<file path="src/stat_pkg.sv">
// package: constants and carriers for the frame statistics counters
// Notes on behaviour
// - counters change only when a transmitted or received frame has finished or dump-and-reset clears them
// - dump or dump-and-reset command from command unit reports all counters
// - transmit good frames, offset 0, counts only after link transmission ends
// - offset 4 counts frames abandoned at the maximum collision limit
// - offset 8 counts frames dropped for a collision after slot time
// - offset 12 counts underruns; may count several times per frame
// - offset 16 counts frames sent while carrier sense was lost
// - offset 20 counts frames deferred by existing link activity
// - offset 24 counts frames sent after exactly one collision
// - offset 28 counts frames sent after two or more collisions
// - offset 40 counts octet-aligned received frames with a checksum error
// - offset 44 counts misaligned received frames with a checksum error
// - at most one of checksum, alignment, short-frame counts per received frame
// - checksum and alignment counts update whatever the receive unit state
// - counters are 32 bits and wrap from all ones to zero
// - every applicable counter is updated when a frame has several errors
package stat_pkg;
	localparam int cnt_width = 32;
	localparam int num_counters = 12;
	localparam int idx_width = 4;
	localparam int coll_width = 5;
	localparam logic [cnt_width-1:0] cnt_reset = 32'h0000_0000;
	localparam logic [cnt_width-1:0] cnt_one = 32'h0000_0001;
	// counter indices; the dump offset of counter i is 4*i
	localparam logic [idx_width-1:0] idx_tx_good = 4'h0;
	localparam logic [idx_width-1:0] idx_max_coll = 4'h1;
	localparam logic [idx_width-1:0] idx_late_coll = 4'h2;
	localparam logic [idx_width-1:0] idx_underrun = 4'h3;
	localparam logic [idx_width-1:0] idx_lost_crs = 4'h4;
	localparam logic [idx_width-1:0] idx_deferred = 4'h5;
	localparam logic [idx_width-1:0] idx_single_coll = 4'h6;
	localparam logic [idx_width-1:0] idx_multi_coll = 4'h7;
	localparam logic [idx_width-1:0] idx_total_coll = 4'h8;
	localparam logic [idx_width-1:0] idx_rx_good = 4'h9;
	localparam logic [idx_width-1:0] idx_rx_crc = 4'hA;
	localparam logic [idx_width-1:0] idx_rx_align = 4'hB;
	localparam logic [idx_width-1:0] idx_last = 4'hB;
	localparam logic [7:0] offset_step = 8'h04;
	localparam logic [coll_width-1:0] coll_zero = 5'h00;
	localparam logic [coll_width-1:0] coll_one = 5'h01;
	localparam logic [3:0] underrun_step_max = 4'hF;

	// transmit completion report, valid for one cycle
	typedef struct packed {
		logic done;
		logic good;
		logic max_collision_limit_error;
		logic late_collision_error;
		logic lost_carrier;
		logic deferred;
		logic [coll_width-1:0] collisions;
		logic [3:0] underruns;
	} tx_report_type;

	// receive completion report, valid for one cycle
	typedef struct packed {
		logic done;
		logic stored_ok;
		logic crc_error;
		logic misaligned;
		logic short_frame;
	} rx_report_type;

	// command unit dump request
	typedef enum logic [1:0] {
		dump_none = 2'h0,
		dump_only = 2'h1,
		dump_and_reset = 2'h2
	} dump_cmd_type;

	typedef enum logic [2:0] {
		st_idle = 3'b001,
		st_dump = 3'b010,
		st_done = 3'b100
	} dump_state_type;
endpackage : stat_pkg

</file>
<file path="src/frame_statistics_counters.sv">
// top: per-event frame statistics counters with dump sequencer
`timescale 1ns/10ps
module frame_statistics_counters (
	mclk,
	sys_rst,
	tx_report,
	rx_report,
	command_unit_command_field,
	dump_ready,
	dump_valid,
	dump_offset,
	dump_data,
	dump_busy,
	dump_complete
);
	import stat_pkg::*;
	input wire logic mclk;
	input wire logic sys_rst;
	input wire stat_pkg::tx_report_type tx_report;
	input wire stat_pkg::rx_report_type rx_report;
	input wire stat_pkg::dump_cmd_type command_unit_command_field;
	input wire logic dump_ready;
	output logic dump_valid;
	output logic [7:0] dump_offset;
	output logic [stat_pkg::cnt_width-1:0] dump_data;
	output logic dump_busy;
	output logic dump_complete;

	// ==========================================================
	// event decode
	logic [num_counters-1:0] inc;
	logic [coll_width-1:0] amount [num_counters];
	logic [num_counters-1:0] clear;
	logic [cnt_width-1:0] value [num_counters];
	logic tx_ok;
	logic rx_fcs;

	always_comb
	begin
		inc = '0;
		for (int i = 0; i < num_counters; i++)
		begin
			amount[i] = coll_one;
		end
		// single, multiple and lost-carrier count good frames only
		// only at frame completion
		tx_ok = tx_report.done && tx_report.good;
		inc[idx_tx_good] = tx_ok;
		inc[idx_max_coll] = tx_report.done && tx_report.max_collision_limit_error;
		inc[idx_late_coll] = tx_report.done && tx_report.late_collision_error;
		inc[idx_underrun] = tx_report.done && (tx_report.underruns != 4'h0);
		amount[idx_underrun] = {1'b0, tx_report.underruns};
		inc[idx_lost_crs] = tx_ok && tx_report.lost_carrier;
		inc[idx_deferred] = tx_report.done && tx_report.deferred;
		inc[idx_single_coll] = tx_ok && (tx_report.collisions == coll_one);
		inc[idx_multi_coll] = tx_ok && (tx_report.collisions > coll_one);
		inc[idx_total_coll] = tx_report.done && (tx_report.collisions != coll_zero);
		amount[idx_total_coll] = tx_report.collisions;
		inc[idx_rx_good] = rx_report.done && rx_report.stored_ok;
		rx_fcs = rx_report.done && rx_report.crc_error && !rx_report.short_frame;
		inc[idx_rx_crc] = rx_fcs && !rx_report.misaligned;
		inc[idx_rx_align] = rx_fcs && rx_report.misaligned;
	end

	// ==========================================================
	// counters
	// one wrapping counter per dump word, in offset order
	genvar g;
	generate
		for (g = 0; g < num_counters; g++)
		begin : gen_cnt
			stat_counter u_cnt (
				.mclk(mclk),
				.sys_rst(sys_rst),
				.inc(inc[g]),
				.amount(amount[g]),
				.clear(clear[g]),
				.value(value[g])
			);
		end
	endgenerate

	// ==========================================================
	// dump sequencer
	dump_state_type state_q;
	dump_state_type state_d;
	logic [idx_width-1:0] idx_q;
	logic [idx_width-1:0] idx_d;
	logic reset_mode_q;
	logic reset_mode_d;
	logic dump_valid_q;
	logic dump_valid_d;
	logic [7:0] dump_offset_q;
	logic [7:0] dump_offset_d;
	logic [cnt_width-1:0] dump_data_q;
	logic [cnt_width-1:0] dump_data_d;
	logic dump_complete_q;
	logic dump_complete_d;
	logic accept;
	logic last_word;
	logic dump_busy_q;
	logic dump_busy_d;

	always_comb
	begin
		state_d = state_q;
		idx_d = idx_q;
		reset_mode_d = reset_mode_q;
		dump_valid_d = dump_valid_q;
		dump_offset_d = dump_offset_q;
		dump_data_d = dump_data_q;
		dump_complete_d = 1'b0;
		clear = '0;
		accept = dump_valid_q && dump_ready;
		last_word = (dump_offset_q == 8'(idx_last) * offset_step);
		case (state_q)
			st_idle:
			begin
				// command starts dump
				// code 3 runs as a plain dump; a command in the completion cycle is ignored
				if (command_unit_command_field != dump_none && !dump_busy_q)
				begin
					reset_mode_d = (command_unit_command_field == dump_and_reset);
					idx_d = idx_tx_good;
					state_d = st_dump;
				end
			end
			st_dump:
			begin
				if (!dump_valid_q || accept)
				begin
					if (accept && last_word)
					begin
						dump_valid_d = 1'b0;
						state_d = st_done;
					end
					else
					begin
						// snapshot then clear
						// the counter adds an event of this same edge after clearing
						// the next word loads on the accepting edge, so words run back to back
						dump_valid_d = 1'b1;
						dump_data_d = value[idx_q];
						dump_offset_d = 8'(idx_q) * offset_step;
						clear[idx_q] = reset_mode_q;
						idx_d = idx_q + 4'h1;
					end
				end
			end
			st_done:
			begin
				dump_complete_d = 1'b1;
				state_d = st_idle;
			end
			default:
			begin
				state_d = st_idle;
			end
		endcase
	end

	always_ff @(posedge mclk)
	begin
		if (sys_rst)
		begin
			state_q <= st_idle;
			idx_q <= idx_tx_good;
			reset_mode_q <= 1'b0;
			dump_valid_q <= 1'b0;
			dump_offset_q <= 8'h00;
			dump_data_q <= cnt_reset;
			dump_complete_q <= 1'b0;
		end
		else
		begin
			state_q <= state_d;
			idx_q <= idx_d;
			reset_mode_q <= reset_mode_d;
			dump_valid_q <= dump_valid_d;
			dump_offset_q <= dump_offset_d;
			dump_data_q <= dump_data_d;
			dump_complete_q <= dump_complete_d;
		end
	end

	// ==========================================================
	// busy flag
	// busy also covers the completion pulse, so a new run
	// cannot start while the previous one is still reporting
	always_comb
	begin
		dump_busy_d = (state_d != st_idle) || dump_complete_d;
	end

	always_ff @(posedge mclk)
	begin
		if (sys_rst)
			dump_busy_q <= 1'b0;
		else
			dump_busy_q <= dump_busy_d;
	end

	assign dump_valid = dump_valid_q;
	assign dump_offset = dump_offset_q;
	assign dump_data = dump_data_q;
	assign dump_busy = dump_busy_q;
	assign dump_complete = dump_complete_q;
endmodule : frame_statistics_counters

</file>
<file path="src/stat_counter.sv">
// single wrapping statistics counter with snapshot-and-clear
`timescale 1ns/10ps
module stat_counter (
	mclk,
	sys_rst,
	inc,
	amount,
	clear,
	value
);
	import stat_pkg::*;
	input wire logic mclk;
	input wire logic sys_rst;
	input wire logic inc;
	input wire logic [stat_pkg::coll_width-1:0] amount;
	input wire logic clear;
	output logic [stat_pkg::cnt_width-1:0] value;

	logic [cnt_width-1:0] value_q;
	logic [cnt_width-1:0] value_d;

	always_comb
	begin
		value_d = value_q;
		if (clear)
			value_d = cnt_reset;
		if (inc)
			value_d = (clear ? cnt_reset : value_q) + {{(cnt_width-coll_width){1'b0}}, amount};
	end

	always_ff @(posedge mclk)
	begin
		if (sys_rst)
			value_q <= cnt_reset;
		else
			value_q <= value_d;
	end

	assign value = value_q;
endmodule : stat_counter

</file>
<file path="config.mk">
export PLATFORM = sky130hd
export DESIGN_NAME = frame_statistics_counters
export DESIGN_NICKNAME = d
export VERILOG_FILES = /design/src/stat_pkg.sv /design/src/frame_statistics_counters.sv /design/src/stat_counter.sv
export SDC_FILE = /design/constraint.sdc
export NUM_CORES = 1
export LEC_CHECK = 0
export BUFFER_PORTS_ARGS = -buffer_cell sky130_fd_sc_hd__buf_2
export CORE_ASPECT_RATIO = 0.9
export CORE_MARGIN = 2
export CORE_UTILIZATION = 24
export CTS_CLUSTER_SIZE = 16
export DETAILED_ROUTE_END_ITERATION = 6
export GPL_ROUTABILITY_DRIVEN = 0
export PLACE_DENSITY = 0.46
export SLEW_MARGIN = 20
export SYNTH_ARGS = -nofsm -noshare
export SYNTH_HDL_FRONTEND = slang
export SYNTH_SLANG_ARGS = --single-unit
</file>
<file path="constraint.sdc">
create_clock -name mclk -period 3.6 [get_ports mclk]
set_input_delay 0.54 -clock mclk [delete_from_list [all_inputs] [get_ports mclk]]
set_output_delay 0.54 -clock mclk [all_outputs]
set_load 0.02 [all_outputs]
</file>
==> metrics.md, run 1 <==
| Metric | Value |
|---|---|
| Most frequent cell after synthesis | dfxtp_1 |
| Synth Flop Type | dfxtp_1 |
| Cell area power density | 399 nW/um^2 |
| Min-Delay Path Class | primary input to register |
| Worst path top cell family by delay | simple AND/OR/NAND/NOR gates |
| Top post-synthesis cells by count | dfxtp_1, nor2_1, nand2_1 |
| Max_cap viols | 0 |
| Core area | 97,800 sq um |
| 1st-pass router iterations | 7 |
| FP Rows | 109 |
| Cell Area, Placed | 26,100 sq um |
| Area Overhead vs Synth | 18.2% |
| Slowest cell on crit path | or4_1 |
| Largest net degree at the start of global routing | 66 |
| CTS tree | built |
| Routed wire length | 90.6 mm |
| Vias in the first global route | 19,500 |
| Util after Layout | 28.5% |
| Asr flop ratio synth | 0% |
| R2R cell count | 13 |
| Failing checks | DRC |
| Finish-stage setup viols | 0 |
| Final ANT Viol Nets | 0 |
| Avg Inst Size Synth | 8.95 sq um |
| Status | complete, but fails checks |
| Minimum hold slack | 0.154 ns |
| Worst Clk Skew | 0.0314 ns |
| Buffers added on ports | 63 |
| DP Wirelength | 68.9 mm |
| Yosys warns | 0 |
| R2r setup slk | 0.27 ns |
| Root buf cell | clkbuf_16 |
| Worst rel slew slack | 32.6% |
| Die area | 101,000 sq um |
| Slew of the pin with the lowest slew margin | 1.01 ns |
| Critical path class | register to register |
| RR Endpoint | gen_cnt[3].u_cnt.value[15] |
| FF+latch count, synth | 431 |
| Clk Latency, worst-skew pair | 0.64 ns |
| Post-route cell area | 27,900 sq um |
| WP buf/inv | 3 |
| Register area share after synthesis | 36.6% |
| Critical path's most frequent cell | buf_4 |
| Nets | 2,796 |
| Hold path cells | 2 |
| Slew Viols, Final | 0 |
| Layout Cells excl Fill | 4,065 |
| Final worst slack | 0.275 ns |
| Setup TNS | 0 ns |
| Tot Pwr | 11.1 mW |
| Clock buffer depth | 3 |
| All-Layer GR Usage | 17.5% |
| Maximum clock frequency | 301 MHz |
| Chip Width | 335 um |
| Crit-path cells | or3b_1, a2111oi_2, buf_4, nand2_2, buf_4, and2_1, ha_1, o21ai_0, o21ba_2, o211ai_1, buf_4, or4_1, a21oi_1 |
| CTS Hold Buffers Added | 0 |
| Pre-CTS setup slack | -0.0353 ns |
| # DRC | 7 |
| Synth top area cells | dfxtp_1, mux4_2, nor2_1 |
| Total CTS buffers | 52 |
| CP max FO | 15 |
| Count of flip-flops with a built-in enable after synthesis | 0 |
| Fin. Hold Viols | 0 |
| Post-Place Cells | 3,968 |
| Yosys top cell area share | 36.6% |
| Unrepaired setup endpoints after global routing | false |
| Reg clk slew, reported paths | 0.06 ns |
| Crit end category | register |
| WP data arrival | 3.86 ns |
| Layout cells sized above 1 | 16.5% |
| Leak Pwr | 9.06 nW |
| Ports | 68 |
| H-Tree Depth | 2 |
| Period utilisation layout | 92.4% |
| WL/cell | 22.3 um |
| Initial core utilization | 24.1% |
| Clock sinks | 431 |
| Clock period minus worst slack | 3.33 ns |
| Hold-critical path endpoint | reset_mode_q |
| Worst IR Drop VDD | 299 uV |
| Gr ovfl total | 0 |
| Vias | 21,800 |
| Die height | 302 um |
| CP Depth | 13 |
| Cell taking the most area after synthesis | dfxtp_1 |
| WP data required | 4.14 ns |
| Synth cell types | 77 |
| Diode count | 0 |
| First DRT Iteration DRCs | 2,199 |
| Synthesized area | 23,600 sq um |
| CP Launch Type | register |
| DR vias/cell | 5.36 |
| Initial antenna violation count | 4 |
| Max incr delay on CP | 0.47 ns |
| Hold_sp | command_unit_command_field[0] |
| RR Startpoint | state_q[1] |
| First-pass GRT wire length | 133 mm |
| Cells after Synth | 2,638 |
==> layer usage <==
metal | global-route usage [%] | vias up | part of all wire [%]
li1 | - | 10200 | -
met1 | 26.9 | 10800 | 50
met2 | 25.1 | 706 | 41
met3 | 2.72 | 97 | 6.8
met4 | 4.53 | 2 | 2.4
met5 | 0 | - | 0.022
==> report_power, final <==
group          leakage (nW)  switching, mW  internal, mW  total, mW
registers              3.48         0.0503          4.80       4.85
clock network         0.915           2.29          3.38       5.67
logic                  4.67          0.398         0.207      0.605
==> layout make-up <==
cell class                 count  area [sq um]
multi-input combinational   2002         14200
tap                         1276          1600
timing repair buffer         203          1390
sequential                   431          8640
inverter                      56           210
fill                       10300         69900
clock buffer                  79          1610
clock inverter                18           234
==> flip-flops by register name, summed over array words and instances, names as in the netlist <==
signal               cells
gen_cnt.u_cnt.value    384
dump_data               32
dump_offset              4
idx_q                    4
state_q                  3
dump_busy                1
dump_complete            1
dump_valid               1
reset_mode_q             1
==> cell usage in the layout, fill, tap and decap left out, drive strengths merged, types with 19 or more instances in the layout <==
cell type	netlist	routed
a21oi	161	161
a222oi	28	28
and2	33	33
and3	48	48
and4	48	48
buf	33	203
clkbuf	119	79
dfxtp	431	431
ha	23	23
inv	54	55
mux2	28	28
mux2i	20	20
mux4	96	96
nand2	200	200
nand2b	24	24
nand3	156	156
nand4	95	95
nor2	272	272
nor3	53	53
nor4	36	36
o2111ai	19	19
o211ai	36	36
o21ai	57	57
o31ai	81	81
or3	45	45
or4	95	95
xnor2	100	100
xor2	93	93
==> worst max path at each step <==
stage	slack, ns	start	end
2_1_floorplan	0.03	idx_q[1]	gen_cnt[8].u_cnt.value[24]
3_3_place_gp	-0.05	dump_ready	gen_cnt[3].u_cnt.value[11]
3_5_place_dp	-0.04	dump_ready	gen_cnt[3].u_cnt.value[15]
4_1_cts	0.18	state_q[1]	gen_cnt[3].u_cnt.value[11]
5_1_grt	0.000008	state_q[1]	gen_cnt[3].u_cnt.value[15]
6_report	0.27	state_q[1]	gen_cnt[3].u_cnt.value[15]
==> cells by family (layout without fill, tap and decap cells) <==
| logic type | Yosys count | in the layout | share of synthesized area, % |
|---|---|---|---|
| other cells | 1 | 4 | 0.0159 |
| flops | 431 | 431 | 36.6 |
| compound gates | 494 | 494 | 14.2 |
| fa+ha+maj | 25 | 25 | 1.39 |
| buf+inv | 208 | 356 | 3.53 |
| mux | 144 | 144 | 11.3 |
| simple gates | 1142 | 1142 | 25.8 |
| xor+xnor | 193 | 193 | 7.16 |
==> repair_timing <==
| item | 4_1_cts | 5_1_grt |
|---|---|---|
| setup buffers | 0 | 0 |
| setup endpoints to repair | 0 | 4 |
| resized for setup | 0 | 1 |
| hold endpoints to repair | 0 | 0 |
(Power assumes the default switching activity.)
==> inputs of run 2 (changes only) <==
--- a/config.mk
+++ b/config.mk
@@ -16,4 +16,5 @@
 export SLEW_MARGIN = 20
 export SYNTH_ARGS = -nofsm -noshare
 export SYNTH_HDL_FRONTEND = slang
+export SYNTH_HIERARCHICAL = 1
 export SYNTH_SLANG_ARGS = --single-unit
==> run 2 against run 1 <==
  * The flow now finishes without violations
  * Cell area grew 14%
  * Core utilization grew 0.49 points
  * Die area grew 12%
  * Power grew 8.4%
  * Sequential cell count is the same
  * Largest power group unchanged
==> metrics.md, run 2 <==
| Metric | Value |
|---|---|
| Register area share after synthesis | 32.7% (-3.8 points) |
| CP Launch Type | register |
| Clock period minus worst slack | 3.44 ns (+0.113 ns) |
| Critical path class | register to register |
| Cell area power density | 381 nW/um^2 (-4.6%) |
| Critical path's most frequent cell | buf_4 |
| Slew of the pin with the lowest slew margin | 1.05 ns (+0.0382 ns) |
| DR vias/cell | 4.94 (-7.7%) |
| Worst IR Drop VDD | 351 uV (+17%) |
| Max reg flops | 384 (unchanged) |
| Vias in the first global route | 21,800 (+12%) |
| Cells after Synth | 2,998 (+14%) |
| Area Overhead vs Synth | 20.2% |
| Max_cap viols | 0 (unchanged) |
| CP max FO | 8 (-7) |
| FP Rows | 115 (+5.5%) |
| Worst rel slew slack | 30.0% (-2.5 points) |
| Synthesized area | 26,400 sq um (+12%) |
| WP buf/inv | 3 (unchanged) |
| Fin. Hold Viols | 0 (unchanged) |
| Routed wire length | 93.2 mm (+3.0%) |
| Post-route cell area | 31,700 sq um (+14%) |
| Synth Flop Type | dfxtp_1 |
| WP data arrival | 3.91 ns (+0.05 ns) |
| Unrepaired setup endpoints after global routing | true |
| WL/cell | 19.8 um (-11%) |
| Clk Latency, worst-skew pair | 0.66 ns (+0.02 ns) |
| Final ANT Viol Nets | 0 (unchanged) |
| Chip Width | 353 um (+5.6%) |
| NetSw | 3.17 mW (+16%) |
| Leak Pwr | 11.2 nW (+23%) |
| Most frequent cell after synthesis | dfxtp_1 |
| Total CTS buffers | 54 (+3.8%) |
| Slowest cell on crit path | fa_1 |
| Vias | 23,300 (+7.1%) |
| Grt met3 use | 2.85% (+0.13 points) |
| Clock share of power | 49.4% (-1.6 points) |
| Largest net degree at the start of global routing | 91 (+38%) |
| Initial antenna violation count | 5 (+1) |
| Die area | 113,000 sq um (+12%) |
| DP Wirelength | 71.8 mm (+4.2%) |
| Reg clk slew, reported paths | 0.06 ns (about the same) |
| Clock sinks | 431 (unchanged) |
| Nets | 3,312 (+18%) |
| Gr ovfl total | 0 (unchanged) |
| Clock buffer depth | 3 (unchanged) |
| Asr flop ratio synth | 0% (unchanged) |
| Status | complete, no violations |
| FF+latch count, synth | 431 (unchanged) |
| Util after Layout | 29.0% (+0.49 points) |
| Min-Delay Path Class | primary input to register |
| All-Layer GR Usage | 16.2% (-1.3 points) |
| Root buf cell | clkbuf_16 |
| Yosys top cell area share | 32.7% (-3.8 points) |
| Slew Viols, Final | 0 (unchanged) |
| Worst path top cell family by delay | simple AND/OR/NAND/NOR gates |
| Yosys warns | 6 (+6) |
| Crit end category | register |
| First DRT Iteration DRCs | 1,992 (-9.4%) |
| Period utilisation layout | 95.5% (+3.1 points) |
| Cell Int Power | 8.90 mW (+6.1%) |
| Met2 global-route usage | 23.9% (-1.2 points) |
| Comb power frac | 9.7% (+4.3 points) |
| Tot Pwr | 12.1 mW (+8.4%) |
| Switching share of power | 26.2% (+1.6 points) |
| Top post-synthesis cells by count | dfxtp_1, nor2_1, a21oi_1 |
| # DRC | 0 (-7) |
| Worst Clk Skew | 0.0658 ns (+0.0344 ns) |
| WP data required | 4.07 ns (-0.07 ns) |
| Core area | 109,000 sq um (+12%) |
| Layout cells sized above 1 | 16.9% (+0.37 points) |
| Initial core utilization | 24.2% (about the same) |
| CTS Hold Buffers Added | 0 (unchanged) |
| Avg Inst Size Synth | 8.80 sq um (-1.7%) |
| H-Tree Depth | 2 (unchanged) |
| Cell taking the most area after synthesis | dfxtp_1 |
| Count of flip-flops with a built-in enable after synthesis | 0 (unchanged) |
| Buffers added on ports | 63 (unchanged) |
| GRT busiest layer | met1 |
| Maximum clock frequency | 291 MHz (-3.3%) |
| First-pass GRT wire length | 141 mm (+5.7%) |
| 1st-pass router iterations | 6 (-1) |
| CTS tree | built |
| Highest-count cells in the layout ignoring fill and taps | dfxtp_1, nor2_1, nand2_1 |
| Finish-stage setup viols | 0 (unchanged) |
| Crit-path cells | or3b_1, a211oi_4, buf_12, nand2_1, buf_4, nor2_4, nor2b_1, ha_1, fa_1, a21oi_2, o21a_1, buf_4, nand3b_1, xor2_1, nor2_1 |
| Synth cell types | 74 (-3.9%) |
| Diode count | 0 (unchanged) |
| Synth top area cells | dfxtp_1, mux4_2, xnor2_1 |
| Met1 usage | 24.0% (-2.9 points) |
| Commonest non-fill, non-tap cell in the layout | dfxtp_1 |
| Sequential share of power | 40.9% (-2.7 points) |
| Die height | 319 um (+5.6%) |
| Cell Area, Placed | 29,700 sq um (+14%) |
| Ports | 68 (unchanged) |
| Max incr delay on CP | 0.43 ns (-0.04 ns) |
[run 2: layout make-up]
class                           instances  area (sq um)
Sequential cell                       431          8640
Clock inverter                         25           357
Tap cell                             1462          1830
Multi-Input combinational cell       2409         17200
Timing Repair Buffer                  269          1960
Inverter                               46           173
Clock buffer                           76          1590
Fill cell                           11600         77500
[run 2: power groups by stage]
stage               registers (mW)  logic, mW  clock network [mW]
global route                  4.94       1.29                6.30
CTS                           4.94       1.15                6.11
global placement              5.04       1.14                   0
detailed placement            5.04       1.14                   0
floorplan                     5.02      0.722                   0
finish                        4.94       1.17                5.96
[run 2: kinds of logic after synthesis]
kind of cell	synth area share, %
AND/OR/NAND/NOR	26.9
AO/OA/AOI/OAI	14.4
flip-flops	32.7
XOR/XNOR	8.07
buffers and inverters	3.72
multiplexers	10.2
adder cells (fa/ha/maj)	3.95
other	0.0285
[run 2: worst register-to-register path: cells and delay by family (launching register included)]
| family | cells | cell delay (ns) |
|---|---|---|
| AND/OR/NAND/NOR | 6 | 0.99 |
| XOR/XNOR | 1 | 0.14 |
| flip-flops | 1 | 0.33 |
| AO/OA/AOI/OAI | 3 | 0.63 |
| buffers and inverters | 3 | 0.52 |
| adder cells (fa/ha/maj) | 2 | 0.65 |
[run 2: metal layers]
layer / wire, um / vias to the layer above
met5: 13 / -
met4: 2350 / 2
met3: 5980 / 105
met2: 39200 / 562
met1: 45700 / 11300
li1: - / 11300
[run 2: per-stage QoR]
step                      worst slack, ns  hold slack, ns  std cells  setup TNS [ns]
after global routing             -0.00786          0.0865       4718        -0.00786
final                               0.162          0.0809       4718               0
after detailed placement           -0.185           0.460       4616           -4.26
after floorplan                    0.0152           0.419       3061               0
after global placement             -0.158           0.457       4616           -3.12
after CTS                         0.00172          0.0404       4717               0
[run 2: what timing repair did]
action                     in CTS  in global routing
pin swaps                       0                  5
gates resized for setup         1                 26
buffers inserted                0                  1
setup endpoints to repair       2                136
[run 2: worst paths after layout]
check / depth (start not counted) / slack (ns) / endpoint / from
setup / recovery: 15 / 0.16 / gen_cnt[10].u_cnt/value[12] / state_q[0]
setup reg to reg: 15 / 0.16 / gen_cnt[10].u_cnt/value[12] / state_q[0]
hold reg to reg: 2 / 0.47 / dump_data[3] / dump_data[3]
hold / removal: 2 / 0.08 / reset_mode_q / command_unit_command_field[0]
